File: src/adv_rom_pkg.sv
/*
  Shared constants of the module advertising store: byte offsets of the
  management map, field positions, reset values, default contents and
  the states of the two-wire serial slave.
  Assumes it is compiled before every file that imports it.
*/
`default_nettype none

package adv_rom_pkg;

  // ************************************************************
  // Map offsets.
  // ************************************************************
  localparam logic [7:0] OFF_LOWER_STATUS = 8'h02;
  localparam logic [7:0] OFF_PAGE_SELECT = 8'h7F;
  localparam logic [7:0] OFF_UPPER_FIRST = 8'h80;
  localparam logic [7:0] OFF_FAR_END = 8'hD3;
  localparam logic [7:0] OFF_MEDIA_TECH = 8'hD4;
  localparam logic [7:0] OFF_CUSTOM_BYTE = 8'hDD;
  localparam logic [7:0] OFF_PAGE0_CHECK = 8'hDE;
  localparam logic [7:0] OFF_NV_FIRST = 8'hDF;
  localparam logic [7:0] OFF_FW_MAJOR = 8'h80;
  localparam logic [7:0] OFF_FW_MINOR = 8'h81;
  localparam logic [7:0] OFF_HW_MAJOR = 8'h82;
  localparam logic [7:0] OFF_HW_MINOR = 8'h83;
  localparam logic [7:0] OFF_SMF_LEN = 8'h84;
  localparam logic [7:0] OFF_MM5_LEN = 8'h85;
  localparam logic [7:0] OFF_MM4_LEN = 8'h86;
  localparam logic [7:0] OFF_MM3_LEN = 8'h87;
  localparam logic [7:0] OFF_MM2_LEN = 8'h88;
  localparam logic [7:0] OFF_WAVE_MSB = 8'h8A;
  localparam logic [7:0] OFF_WAVE_LSB = 8'h8B;
  localparam logic [7:0] OFF_TOL_MSB = 8'h8C;
  localparam logic [7:0] OFF_TOL_LSB = 8'h8D;
  localparam logic [7:0] OFF_SEL_WAIT = 8'h8F;
  localparam logic [7:0] OFF_PAGE1_CHECK = 8'hFF;

  // ************************************************************
  // Field positions, codes and sizes.
  // ************************************************************
  localparam int FLAT_MEM_BIT = 7;
  localparam logic [7:0] PAGE_ZERO = 8'h00;
  localparam logic [7:0] PAGE_ONE = 8'h01;
  localparam logic [4:0] FAR_END_FIRST_RSVD = 5'h1B;
  localparam logic [7:0] MEDIA_FIRST_RSVD = 8'h10;
  localparam logic [7:0] MEDIA_OTHERS = 8'h08;
  localparam logic [1:0] SMF_MULT_TENTH = 2'h0;
  localparam logic [1:0] SMF_MULT_ONE = 2'h1;
  localparam int NV_DEPTH = 33;
  localparam int NV_AW = 6;
  localparam logic [3:0] BITS_PER_BYTE = 4'h8;
  localparam logic [2:0] PIN_IDLE = 3'h7;

  // ************************************************************
  // Reset values and default contents.
  // ************************************************************
  localparam logic [7:0] RST_BYTE = 8'h00;
  localparam logic [6:0] DEF_BUS_ADDR = 7'h50;
  localparam logic [4:0] DEF_FAR_END = 5'h00;
  localparam logic [7:0] DEF_MEDIA_TECH = 8'h08;
  localparam logic [7:0] DEF_CUSTOM_BYTE = 8'h00;
  localparam logic [7:0] DEF_PAGE0_LOW_SUM = 8'h00;
  localparam logic [7:0] DEF_REVISION = 8'h01;
  localparam logic [1:0] DEF_SMF_MULT = 2'h1;
  localparam logic [5:0] DEF_SMF_BASE = 6'h0A;
  localparam logic [7:0] DEF_MM_LEN = 8'h00;
  localparam logic [15:0] DEF_WAVELENGTH = 16'h6626;
  localparam logic [15:0] DEF_WAVE_TOL = 16'h251C;
  localparam logic [2:0] DEF_WAIT_EXP = 3'h6;
  localparam logic [4:0] DEF_WAIT_MANT = 5'h19;

  // ************************************************************
  // Serial slave states.
  // ************************************************************
  typedef enum logic [2:0] {
    ST_IDLE,
    ST_DEV_ADDR,
    ST_ACK,
    ST_OFFSET,
    ST_WDATA,
    ST_READ,
    ST_RACK
  } slave_state_e;

endpackage

`default_nettype wire

File: src/module_advertising_rom.sv
/*
  Read-only advertising store of a pluggable module, served to a host over
  the two-wire serial management bus, gated by the module select line.
  Assumes scl, sda and the select line come from pins in another clock
  domain, and that the retained-store programming port is driven by local
  logic on core_clk.
*/
// What this block does
// - Far-end byte low five bits give lane grouping; reserved codes 27-31 never sent.
// - Media technology byte is a code 00h-0Fh; 10h upward reserved.
// - Lower upper page check byte is low eight bits of sum of bytes 128-221.
// - Custom area 223-255 lives in retained storage, kept through reset.
// - Lower page byte 2 bit 7 tells whether the second upper page exists.
// - Second upper page is read-only and static; repeated reads match.
// - Byte 255 of second upper page checks bytes 130 through 254.
// - Firmware revisions outside that check, hardware revisions inside; all numeric.
// - Single-mode length: multiplier bits 7-6, base bits 5-0, in kilometres.
// - Three upper multimode lengths count 2 m, lowest grade 1 m; next reserved.
// - Unsupported fiber lengths read zero; cable assemblies zero all of them.
// - Nominal wavelength 16 bits, 0.05 nm units, MSB at 138, LSB at 139.
// - Wavelength tolerance 16 bits, 0.005 nm units, MSB at 140, LSB at 141.
// - Select wait byte: mantissa in bits 4-0, exponent in bits 7-5.
// - Wait time at byte 143 is mantissa shifted left by exponent, in microseconds.
`timescale 1ns/1ps
`default_nettype none

module module_advertising_rom #(
  parameter logic [6:0] BUS_ADDR = adv_rom_pkg::DEF_BUS_ADDR,
  parameter logic PAGE1_PRESENT = 1'b1,
  parameter logic IS_CABLE_ASSEMBLY = 1'b0,
  parameter logic [4:0] FAR_END_CODE = adv_rom_pkg::DEF_FAR_END,
  parameter logic [7:0] MEDIA_TECH = adv_rom_pkg::DEF_MEDIA_TECH,
  parameter logic [7:0] CUSTOM_BYTE = adv_rom_pkg::DEF_CUSTOM_BYTE,
  parameter logic [7:0] PAGE0_LOW_SUM = adv_rom_pkg::DEF_PAGE0_LOW_SUM,
  parameter logic [7:0] FW_MAJOR = adv_rom_pkg::DEF_REVISION,
  parameter logic [7:0] FW_MINOR = adv_rom_pkg::DEF_REVISION,
  parameter logic [7:0] HW_MAJOR = adv_rom_pkg::DEF_REVISION,
  parameter logic [7:0] HW_MINOR = adv_rom_pkg::DEF_REVISION,
  parameter logic [1:0] SMF_MULT = adv_rom_pkg::DEF_SMF_MULT,
  parameter logic [5:0] SMF_BASE = adv_rom_pkg::DEF_SMF_BASE,
  parameter logic [7:0] MM5_LEN = adv_rom_pkg::DEF_MM_LEN,
  parameter logic [7:0] MM4_LEN = adv_rom_pkg::DEF_MM_LEN,
  parameter logic [7:0] MM3_LEN = adv_rom_pkg::DEF_MM_LEN,
  parameter logic [7:0] MM2_LEN = adv_rom_pkg::DEF_MM_LEN,
  parameter logic [15:0] WAVELENGTH = adv_rom_pkg::DEF_WAVELENGTH,
  parameter logic [15:0] WAVE_TOL = adv_rom_pkg::DEF_WAVE_TOL,
  parameter logic [2:0] WAIT_EXP = adv_rom_pkg::DEF_WAIT_EXP,
  parameter logic [4:0] WAIT_MANT = adv_rom_pkg::DEF_WAIT_MANT
) (
  input wire logic core_clk,
  input wire logic rst_n,
  input wire logic scl_i,
  input wire logic sda_i,
  input wire logic module_select_line_n,
  input wire logic nv_prog_we,
  input wire logic [adv_rom_pkg::NV_AW-1:0] nv_prog_addr,
  input wire logic [7:0] nv_prog_data,
  output logic sda_o,
  output logic sda_oe
);
  import adv_rom_pkg::*;

  // ************************************************************
  // Static contents and check bytes.
  // ************************************************************
  localparam logic [7:0] FAR_END_BYTE =
    (FAR_END_CODE >= FAR_END_FIRST_RSVD) ? RST_BYTE : {3'h0, FAR_END_CODE};
  localparam logic [7:0] MEDIA_BYTE =
    (MEDIA_TECH >= MEDIA_FIRST_RSVD) ? MEDIA_OTHERS : MEDIA_TECH;
  localparam logic SMF_OK = (SMF_MULT == SMF_MULT_TENTH) || (SMF_MULT == SMF_MULT_ONE);
  localparam logic [7:0] SMF_BYTE =
    (IS_CABLE_ASSEMBLY || !SMF_OK) ? RST_BYTE : {SMF_MULT, SMF_BASE};
  localparam logic [7:0] MM5_BYTE = IS_CABLE_ASSEMBLY ? RST_BYTE : MM5_LEN;
  localparam logic [7:0] MM4_BYTE = IS_CABLE_ASSEMBLY ? RST_BYTE : MM4_LEN;
  localparam logic [7:0] MM3_BYTE = IS_CABLE_ASSEMBLY ? RST_BYTE : MM3_LEN;
  localparam logic [7:0] MM2_BYTE = IS_CABLE_ASSEMBLY ? RST_BYTE : MM2_LEN;
  localparam logic [7:0] WAIT_BYTE = {WAIT_EXP, WAIT_MANT};

  // Bytes 213-220 are reserved and read zero, so they add nothing.
  localparam logic [7:0] PAGE0_CHECK =
    8'(PAGE0_LOW_SUM + FAR_END_BYTE + MEDIA_BYTE + CUSTOM_BYTE);

  // Firmware revisions stay out so firmware can change them freely.
  localparam logic [7:0] PAGE1_CHECK = 8'(HW_MAJOR + HW_MINOR + SMF_BYTE + MM5_BYTE
    + MM4_BYTE + MM3_BYTE + MM2_BYTE + WAVELENGTH[15:8] + WAVELENGTH[7:0]
    + WAVE_TOL[15:8] + WAVE_TOL[7:0] + WAIT_BYTE);

  // ************************************************************
  // Pin synchronisers with agreement filter.
  // ************************************************************
  logic [2:0] pin_raw;
  logic [2:0] sync1_q;
  logic [2:0] sync2_q;
  logic [2:0] sync3_q;
  logic [2:0] pin_f_q;
  logic [2:0] pin_p_q;

  assign pin_raw = {module_select_line_n, sda_i, scl_i};

  for (genvar g = 0; g < 3; g++) begin : g_pin
    always_ff @(posedge core_clk or negedge rst_n) begin
      if (!rst_n) begin
        sync1_q[g] <= PIN_IDLE[g];
        sync2_q[g] <= PIN_IDLE[g];
        sync3_q[g] <= PIN_IDLE[g];
        pin_f_q[g] <= PIN_IDLE[g];
        pin_p_q[g] <= PIN_IDLE[g];
      end else begin
        sync1_q[g] <= pin_raw[g];
        sync2_q[g] <= sync1_q[g];
        sync3_q[g] <= sync2_q[g];
        if (sync2_q[g] == sync3_q[g]) begin
          pin_f_q[g] <= sync3_q[g];
        end
        pin_p_q[g] <= pin_f_q[g];
      end
    end
  end

  logic scl_f;
  logic sda_f;
  logic selected;
  logic scl_rise;
  logic scl_fall;
  logic bus_start;
  logic bus_stop;

  assign scl_f = pin_f_q[0];
  assign sda_f = pin_f_q[1];
  assign selected = ~pin_f_q[2];
  assign scl_rise = scl_f & ~pin_p_q[0];
  assign scl_fall = ~scl_f & pin_p_q[0];
  assign bus_start = scl_f & pin_p_q[0] & pin_p_q[1] & ~sda_f;
  assign bus_stop = scl_f & pin_p_q[0] & ~pin_p_q[1] & sda_f;

  // ************************************************************
  // Serial slave state machine.
  // ************************************************************
  slave_state_e state_q;
  slave_state_e ack_next_q;
  logic [3:0] bit_cnt_q;
  logic [7:0] shift_q;
  logic [7:0] tx_q;
  logic [7:0] rd_byte_q;
  logic active;
  logic byte_in;
  logic read_load;

  assign active = selected & ~bus_stop & ~bus_start;
  assign byte_in = active & scl_fall & (bit_cnt_q == BITS_PER_BYTE);
  assign read_load = active & scl_fall
    & (((state_q == ST_ACK) && (ack_next_q == ST_READ)) || (state_q == ST_RACK));

  always_ff @(posedge core_clk or negedge rst_n) begin
    if (!rst_n) begin
      state_q <= ST_IDLE;
      ack_next_q <= ST_IDLE;
      bit_cnt_q <= 4'h0;
      shift_q <= RST_BYTE;
      tx_q <= RST_BYTE;
      sda_oe <= 1'b0;
    end else if (!selected || bus_stop) begin
      state_q <= ST_IDLE;
      sda_oe <= 1'b0;
    end else if (bus_start) begin
      state_q <= ST_DEV_ADDR;
      bit_cnt_q <= 4'h0;
      sda_oe <= 1'b0;
    end else begin
      case (state_q)
        ST_DEV_ADDR, ST_OFFSET, ST_WDATA: begin
          if (scl_rise) begin
            shift_q <= {shift_q[6:0], sda_f};
            bit_cnt_q <= 4'(bit_cnt_q + 4'h1);
          end else if (byte_in) begin
            if (state_q != ST_DEV_ADDR) begin
              sda_oe <= 1'b1;
              state_q <= ST_ACK;
              ack_next_q <= ST_WDATA;
            end else if (shift_q[7:1] == BUS_ADDR) begin
              sda_oe <= 1'b1;
              state_q <= ST_ACK;
              ack_next_q <= shift_q[0] ? ST_READ : ST_OFFSET;
            end else begin
              state_q <= ST_IDLE;
            end
          end
        end
        ST_ACK: begin
          if (scl_fall) begin
            bit_cnt_q <= 4'h0;
            state_q <= ack_next_q;
            if (ack_next_q == ST_READ) begin
              tx_q <= rd_byte_q;
              sda_oe <= ~rd_byte_q[7];
            end else begin
              sda_oe <= 1'b0;
            end
          end
        end
        ST_READ: begin
          if (scl_rise) begin
            bit_cnt_q <= 4'(bit_cnt_q + 4'h1);
          end else if (scl_fall) begin
            if (bit_cnt_q == BITS_PER_BYTE) begin
              sda_oe <= 1'b0;
              state_q <= ST_RACK;
            end else begin
              sda_oe <= ~tx_q[3'(4'h7 - bit_cnt_q)];
            end
          end
        end
        ST_RACK: begin
          if (scl_rise && sda_f) begin
            state_q <= ST_IDLE;
          end else if (scl_fall) begin
            bit_cnt_q <= 4'h0;
            tx_q <= rd_byte_q;
            sda_oe <= ~rd_byte_q[7];
            state_q <= ST_READ;
          end
        end
        ST_IDLE: begin
          sda_oe <= 1'b0;
        end
        default: begin
          state_q <= ST_IDLE;
          sda_oe <= 1'b0;
        end
      endcase
    end
  end

  // The pin is open drain: the slave only ever pulls it low.
  always_ff @(posedge core_clk or negedge rst_n) begin
    if (!rst_n) begin
      sda_o <= 1'b0;
    end else begin
      sda_o <= 1'b0;
    end
  end

  // ************************************************************
  // Byte offset and page selection.
  // ************************************************************
  logic [7:0] offset_q;
  logic [7:0] page_q;

  always_ff @(posedge core_clk or negedge rst_n) begin
    if (!rst_n) begin
      offset_q <= RST_BYTE;
      page_q <= PAGE_ZERO;
    end else if (byte_in && (state_q == ST_OFFSET)) begin
      offset_q <= shift_q;
    end else if (byte_in && (state_q == ST_WDATA)) begin
      // Only the page selector takes data; every advertising byte ignores writes.
      if (offset_q == OFF_PAGE_SELECT) begin
        page_q <= shift_q;
      end
      offset_q <= 8'(offset_q + 8'h01);
    end else if (read_load) begin
      offset_q <= 8'(offset_q + 8'h01);
    end
  end

  // ************************************************************
  // Retained custom area.
  // ************************************************************
  logic [NV_AW-1:0] nv_raddr;
  logic [7:0] nv_rdata;
  logic [7:0] nv_index;

  assign nv_index = 8'(offset_q - OFF_NV_FIRST);
  assign nv_raddr = nv_index[NV_AW-1:0];

  // The host has no write path here; only the local programming port fills it.
  nv_store u_nv_store (
    .core_clk(core_clk),
    .rst_n(rst_n),
    .wr_en(nv_prog_we),
    .wr_addr(nv_prog_addr),
    .wr_data(nv_prog_data),
    .rd_addr(nv_raddr),
    .rd_data_q(nv_rdata)
  );

  // ************************************************************
  // Read data selection.
  // ************************************************************
  logic [7:0] map_byte;

  always_comb begin
    map_byte = RST_BYTE;
    if (offset_q < OFF_UPPER_FIRST) begin
      if (offset_q == OFF_LOWER_STATUS) begin
        map_byte[FLAT_MEM_BIT] = ~PAGE1_PRESENT;
      end else if (offset_q == OFF_PAGE_SELECT) begin
        map_byte = page_q;
      end
    end else if (page_q == PAGE_ZERO) begin
      if (offset_q >= OFF_NV_FIRST) begin
        map_byte = nv_rdata;
      end else begin
        case (offset_q)
          OFF_FAR_END: map_byte = FAR_END_BYTE;
          OFF_MEDIA_TECH: map_byte = MEDIA_BYTE;
          OFF_CUSTOM_BYTE: map_byte = CUSTOM_BYTE;
          OFF_PAGE0_CHECK: map_byte = PAGE0_CHECK;
          default: map_byte = RST_BYTE;
        endcase
      end
    end else if ((page_q == PAGE_ONE) && PAGE1_PRESENT) begin
      case (offset_q)
        OFF_FW_MAJOR: map_byte = FW_MAJOR;
        OFF_FW_MINOR: map_byte = FW_MINOR;
        OFF_HW_MAJOR: map_byte = HW_MAJOR;
        OFF_HW_MINOR: map_byte = HW_MINOR;
        OFF_SMF_LEN: map_byte = SMF_BYTE;
        OFF_MM5_LEN: map_byte = MM5_BYTE;
        OFF_MM4_LEN: map_byte = MM4_BYTE;
        OFF_MM3_LEN: map_byte = MM3_BYTE;
        OFF_MM2_LEN: map_byte = MM2_BYTE;
        OFF_WAVE_MSB: map_byte = WAVELENGTH[15:8];
        OFF_WAVE_LSB: map_byte = WAVELENGTH[7:0];
        OFF_TOL_MSB: map_byte = WAVE_TOL[15:8];
        OFF_TOL_LSB: map_byte = WAVE_TOL[7:0];
        OFF_SEL_WAIT: map_byte = WAIT_BYTE;
        OFF_PAGE1_CHECK: map_byte = PAGE1_CHECK;
        default: map_byte = RST_BYTE;
      endcase
    end
  end

  // Page one content is constant, so repeated reads return the same bytes.
  always_ff @(posedge core_clk or negedge rst_n) begin
    if (!rst_n) begin
      rd_byte_q <= RST_BYTE;
    end else begin
      rd_byte_q <= map_byte;
    end
  end

endmodule

`default_nettype wire

File: src/nv_store.sv
/*
  Small byte store for the custom information area.
  Assumes one clock; read data come out of a register one edge after the
  address. The array itself has no reset, so its contents survive a reset.
*/
`timescale 1ns/1ps
`default_nettype none

module nv_store (
  input wire logic core_clk,
  input wire logic rst_n,
  input wire logic wr_en,
  input wire logic [adv_rom_pkg::NV_AW-1:0] wr_addr,
  input wire logic [7:0] wr_data,
  input wire logic [adv_rom_pkg::NV_AW-1:0] rd_addr,
  output logic [7:0] rd_data_q
);
  import adv_rom_pkg::*;

  logic [7:0] mem [NV_DEPTH];

  // Storage is left out of reset so that it behaves as retained memory.
  always_ff @(posedge core_clk) begin
    if (wr_en && (int'(wr_addr) < NV_DEPTH)) begin
      mem[wr_addr] <= wr_data;
    end
  end

  always_ff @(posedge core_clk or negedge rst_n) begin
    if (!rst_n) begin
      rd_data_q <= RST_BYTE;
    end else if (int'(rd_addr) < NV_DEPTH) begin
      rd_data_q <= mem[rd_addr];
    end else begin
      rd_data_q <= RST_BYTE;
    end
  end

endmodule

`default_nettype wire

File: config.mk
export PLATFORM = sky130hd
export DESIGN_NAME = module_advertising_rom
export DESIGN_NICKNAME = d
export VERILOG_FILES = /design/src/adv_rom_pkg.sv /design/src/module_advertising_rom.sv /design/src/nv_store.sv
export SDC_FILE = /design/constraint.sdc
export NUM_CORES = 1
export LEC_CHECK = 0
export ABC_AREA = 1
export BUFFER_PORTS_ARGS = -buffer_cell sky130_fd_sc_hd__buf_2
export CAP_MARGIN = 25
export CORE_MARGIN = 1.5
export CORE_UTILIZATION = 35
export DETAILED_ROUTE_END_ITERATION = 12
export PLACE_DENSITY_LB_ADDON = 0.12
export SETUP_SLACK_MARGIN = 0.1
export SLEW_MARGIN = 0
export SYNTH_ARGS = -nofsm -noshare
export SYNTH_HDL_FRONTEND = slang
export SYNTH_HIERARCHICAL = 1
export SYNTH_SLANG_ARGS = --single-unit
File: constraint.sdc
create_clock -name core_clk -period 5.5 [get_ports core_clk]
set_input_delay 0.55 -clock core_clk [delete_from_list [all_inputs] [get_ports core_clk]]
set_output_delay 0.55 -clock core_clk [all_outputs]
set_load 0.02 [all_outputs]
After elaboration in Yosys (flattened, before gate mapping)
Memory sizes are Yosys's and may differ from the RTL's.
Cells that the tools add are included.
- flip-flop bits (word level): 73
- bits in writable memories: 264
- memories: 1
- bits of input ports: 20
- memory list (name ; depth ; bits a word ; rd ports ; clocked after memory_dff ; write ports ; line ; text):
    u_nv_store.mem ; 33 ; 8 ; 1 ; 0 ; 1 ; nv_store.sv:20 ; logic [7:0] mem [NV_DEPTH];
- equality and inequality tests: 46
- add/sub/neg operators: 4
- multiplexer cells: 57
- bitwise gates (word level): 24
- $lt $le $gt $ge: 5
- reduce and logical (&&, ||, !) cells: 24
- operator list (operator ; count):
    equality test 8 bit (second input constant) ; 13
    two-way mux 8 bit ; 13
    case mux 8 bit (8 select lines) ; 1
    two-way mux 3 bit ; 13
    != test 4 bit (second input constant) ; 6
    two-way mux 4 bit ; 5
    two-way mux 1 bit ; 17
    case mux 8 bit (2 select lines) ; 1
    AND reduction 8 bit ; 2
    case mux 3 bit (5 select lines) ; 1
    AND 1 bit ; 12
    equality test 3 bit (second input constant) ; 4
    < comparator 6 bit (second input constant) ; 2
    inverter 1 bit ; 12
    case mux 4 bit (3 select lines) ; 1
    adder 8 x 1 -> 8 bit (second input constant) ; 1
    equality test 8 x 1 -> 1 bit (second input constant) ; 1
    equality test 8 x 2 -> 1 bit (second input constant) ; 1
    equality test 8 x 7 -> 1 bit (second input constant) ; 1
    greater-or-equal comparator 8 bit (second input constant) ; 1
    zero test 8 bit ; 1
    < comparator 8 bit (second input constant) ; 1
    != test 4 x 3 -> 1 bit (second input constant) ; 2
    AND reduction 4 bit ; 2
    other kinds (31) ; 46

Logic depth before layout (Yosys ltp)
- word-level depth: 13
- depth in mapped cells: 12
- depth with buffers taken out: 11

Cells and area by module
The synthesis kept the hierarchy.
- modules (own cells, without submodules) (module ; area each (um^2) ; times used ; seq. area each (um^2) ; cells an instance):
    nv_store ; 11461.0 ; 1 ; 8127.8 ; 1070
    module_advertising_rom ; 3458.3 ; 1 ; 1644.1 ; 429

Worst setup path after synthesis
Ideal clock, no wire load.
- path kind: in2reg
- from: input nv_prog_addr[0] in the netlist's numbering
- to: memory u_nv_store.mem[12][0], enable pin
- stages: 5
- setup time: 0.370 ns
- arrival time: 1.729 ns
- buffers on the path: 0
- slack: 3.400 ns
- data required time: 5.130 ns
- cells stage by stage: nor3_2 nand3_2 a21oi_4 nand4_2 nor2_1
- cells in the longest elaborated chain, start to end: 4
- ends and longest elaborated chain (item ; line ; text):
    start, declared ; module_advertising_rom.sv:56 ; input wire logic [adv_rom_pkg::NV_AW-1:0] nv_prog_addr,
    < comparator 6 bit ; nv_store.sv:24 ; if (wr_en && (int'(wr_addr) < NV_DEPTH)) begin
    logical AND 1 bit ; nv_store.sv:24 ;
    two-way mux 1 bit ; nv_store.sv:24 ;
    two-way mux 1 bit (not written as such) ; nv_store.sv:25 ; mem[wr_addr] <= wr_data;
    end, declared ; nv_store.sv:20 ;
Parallel ways exist; a longest one is shown, timed or not.

Final worst setup path
- from: register offset_q[0]
- to: register u_nv_store.rd_data_q[3]
- cells in the longest elaborated chain, start to end: 3
- elaborated cells between the ends (all ways): 4
- classes of those cells: add/sub: 1; order compare: 1; mux: 1; memory: 1
- ends and longest elaborated chain (item ; line ; text):
    start, declared ; module_advertising_rom.sv:246 ; logic [7:0] offset_q;
    start signal, assigned ; module_advertising_rom.sv:254 ; offset_q <= shift_q;
    start signal, assigned ; module_advertising_rom.sv:260 ; offset_q <= 8'(offset_q + 8'h01);
    start signal, assigned ; module_advertising_rom.sv:262 ; offset_q <= 8'(offset_q + 8'h01);
    subtractor 6 x 5 -> 6 bit (*) ; module_advertising_rom.sv:273 ; assign nv_index = 8'(offset_q - OFF_NV_FIRST);
    via nv_index[0] ; module_advertising_rom.sv:271 ; logic [7:0] nv_index;
    memory read (33 x 8 bit) or < comparator 6 bit (tied branches) ; - ;
    two-way mux 8 bit (*) ; nv_store.sv:32 ; end else if (int'(rd_addr) < NV_DEPTH) begin
    end signal, assigned ; nv_store.sv:33 ; rd_data_q <= mem[rd_addr];
    end, declared ; nv_store.sv:16 ; output logic [7:0] rd_data_q
Mark *: on every way through the listed nets, which the timed path passes. The rest lies on a longest branch.
A chain may end at the register's enable or synchronous reset.

==> out/results.txt <==
Remaining DRCs = 0
largest family of logic cells by synthesized area = simple AND/OR/NAND/NOR gates
part of the power in combinational logic = 0.023
post-cts gate resize count = 0
final wirelength = 39.3 mm
Max-cap violations = 0
Critical Path RT = 5.94 ns
number of global-route vias before repair = 9669
die width = 209 um
YS warnings = 6
Final Hold Violating Endpoints = 0
relative slew slack = 0.313
H-tree depth = 2
CTS tree = yes
mux share of post-synthesis cell area = 0.00528
critical path class = reg -> reg
post-synthesis sequential area ratio = 0.655
P&R area growth vs syn = 12.9%
FP Rows = 75
post-place setup slack = 2.06 ns
Final min period = 3.32 ns
router iterations before antenna repair = 5
crit-path max FO = 63
P_int = 4.33 mW
EDFF count, synth = 264
post-synthesis cell count = 1499
GRT Residual Overflow = 0
max-slew violations = 0
area leader, netlist = edfxtp_1
Wirelength per Cell = 18.8 um
gr usage total = 0.182
R2R depth = 11
Main synth FF type = edfxtp_1
sw power = 1.18 mW
Critical Path Start Type = flop
Post-synth ARST share = 0.217
Via density = 4.83
Hold Path Stages = 1
clock share of power = 0.470
hold_buf cts = 0
CTS sink count = 337
Num CTS Buffers = 40
adder-cell share of the synthesized area = 0.00704
Reg power frac = 0.506
dpl hpwl = 24.2 mm
Leak = 6.86 nW
ranking of synthesized cells by area = edfxtp_1 53%, nand2_1 12%, dfrtp_1 9.9%
Die ar. = 43900 um2
Mapped Area = 14900 um2
Yosys top cell area share = 0.531
largest net degree at the start of global routing = 90
PortBufs = 20
antenna-violating nets left = 0
Design Power = 5.51 mW
clk root buf = clkbuf_16
Pwr Density = 327 nW/um2
initial core utilization = 0.355
Data arrival, critical path = 3.76 ns
Core ar. = 42000 um2
Layout Nets = 1542
Reg2Reg Setup Slack = 2.18 ns
status = finished, final reports clean
Vias = 10.1k
skew final = 0.0261 ns
drt initial violations = 808
share of cells above drive strength 1 = 0.102
Die H = 209 um
Final WS setup = 2.18 ns
Final Cycle Share = 0.604
initial antenna violation count = 0
syn nets = 1525
Compound-Gate Fraction of Synth Area = 0.0292
Distinct cells, synth = 42
CP Capture Type = flop
RSZ-0062 raised after global routing = false
Clk Latency, worst-skew pair = 0.56 ns
FF+latch count, synth = 337
Final GP Congestion = 0.860
final setup fails = 0
synthesized-area fraction occupied by and/or/nand/nor cells = 0.242
Setup Buffers After CTS = 0
Mean Syn Cell Area = 9.95 um2
Worst-Margin Slew = 1.03 ns
CTS Buffer Depth = 3
first-pass GRT wire length = 59.6 mm
setup TNS = 0 ns
post-synthesis xor/xnor area fraction = 0.00352
clock slew at reported path FFs = 0.06 ns
Peak VDD IR = 252 uV
I/O pin total = 22
Worst Hold Class = in -> reg
fmax = 0.301 GHz
switching portion of total power = 0.214
-- sequential cells by signal (all words and copies together), names as in the netlist --
name                  flops
u_nv_store/mem          264
offset_q                  8
page_q                    8
rd_byte_q                 8
shift_q                   8
tx_q                      8
u_nv_store/rd_data_q      8
bit_cnt_q                 4
ack_next_q                3
state_q                   3
sync1_q                   3
sync2_q                   3
sync3_q                   3
pin_p_q                   2
pin_f_q                   1
scl_f                     1
sda_f                     1
sda_oe                    1
-- synthesized netlist by cell type (2+ instances only) --
master / count
buf_1: 6
ha_1: 6
nor3_1: 7
nor2_1: 122
dfstp_2: 14
edfxtp_1: 264
buf_2: 24
clkbuf_1: 22
a21oi_1: 19
maj3_1: 3
dfrtp_1: 59
mux2_2: 7
nand3_2: 5
o21ai_2: 8
buf_6: 2
o21ai_0: 42
inv_1: 150
nand2_4: 2
xor2_1: 6
nand2_1: 476
nand2_2: 7
nand4_2: 4
nand3_1: 213
buf_4: 2
o21ai_1: 2
inv_2: 7
nand4_1: 5
-- kinds of logic after synthesis --
logic type,Yosys count
flops,337
buf+inv,216
mux,7
simple gates,847
xor+xnor,6
compound gates,76
fa+ha+maj,9
other cells,1
-- power groups by stage --
stage / clock network, mW / logic [mW] / registers (mW)
final: 2.59 / 0.128 / 2.79
after global routing: 2.75 / 0.144 / 2.79
after CTS: 2.67 / 0.129 / 2.79
after detailed placement: 0 / 0.129 / 2.84
after global placement: 0 / 0.128 / 2.84
after floorplan: 0 / 0.0532 / 2.84
-- final timing paths --
kind / startpoint / end
max: offset_q[0] / u_nv_store/rd_data_q[3]
min: scl_i / sync1_q[0]
max reg2reg: offset_q[0] / u_nv_store/rd_data_q[3]
min reg2reg: sync1_q[0] / sync2_q[0]
max in group asynchronous: rst_n / tx_q[1]
min in group asynchronous: rst_n / sda_oe
-- routing by layer --
metal  vias to the layer above  part of all wire  track usage
met5                         -                 0            0
met4                         0             0.022       0.0588
met3                        49             0.030       0.0232
met2                       170              0.48        0.301
met1                      4880              0.46        0.248
li1                       4978                 -            -
-- final cells by class --
type,count,area (um2)
Clock buffer,46,1070
Antenna cell,1,2.50
Multi-Input combinational cell,946,4280
Clock inverter,26,216
Inverter,159,602
Tap cell,539,674
Timing Repair Buffer,32,225
Fill cell,4197,25200
Sequential cell,337,9770
-- through the flow --
step	std cells	hold slack (ns)	area (um2)	utilization
floorplan	1499	0.254	14900	-
global route	2085	0.0606	16800	0.401
global placement	2008	0.347	15500	0.368
CTS	2081	0.0515	16800	0.399
finish	2086	0.0986	16800	0.401
detailed placement	2009	0.347	15500	0.369
-- cells in the final DEF (no fill, tap or decap), drive strengths merged --
master,count
bufinv,3
conb,1
nor3,8
o21a,1
xor2,6
nand3b,1
inv,157
dlygate4sd3,1
edfxtp,264
dfrtp,59
nand2,485
dfstp,14
ha,6
buf,31
nor2,125
o21ai,52
nand3,218
a21oi,21
diode,1
clkinv,23
maj3,3
nor3b,1
mux2,7
clkbuf,46
o2111ai,1
a31o,1
nand4,9
clkinvlp,2
-- worst max-delay path, stage by stage, from the launching register on --
cell and delay [ns]:
dfrtp_1 0.43, inv_4 0.42, clkinv_2 0.84, buf_4 0.62, nand2_1 0.15, nand3_1 0.09
nand3_1 0.14, nand2_1 0.09, nor2_1 0.13, nand2_1 0.08, nand3_1 0.08, nand2_1 0.05
No activity file was read; power rests on OpenSTA's default activity.
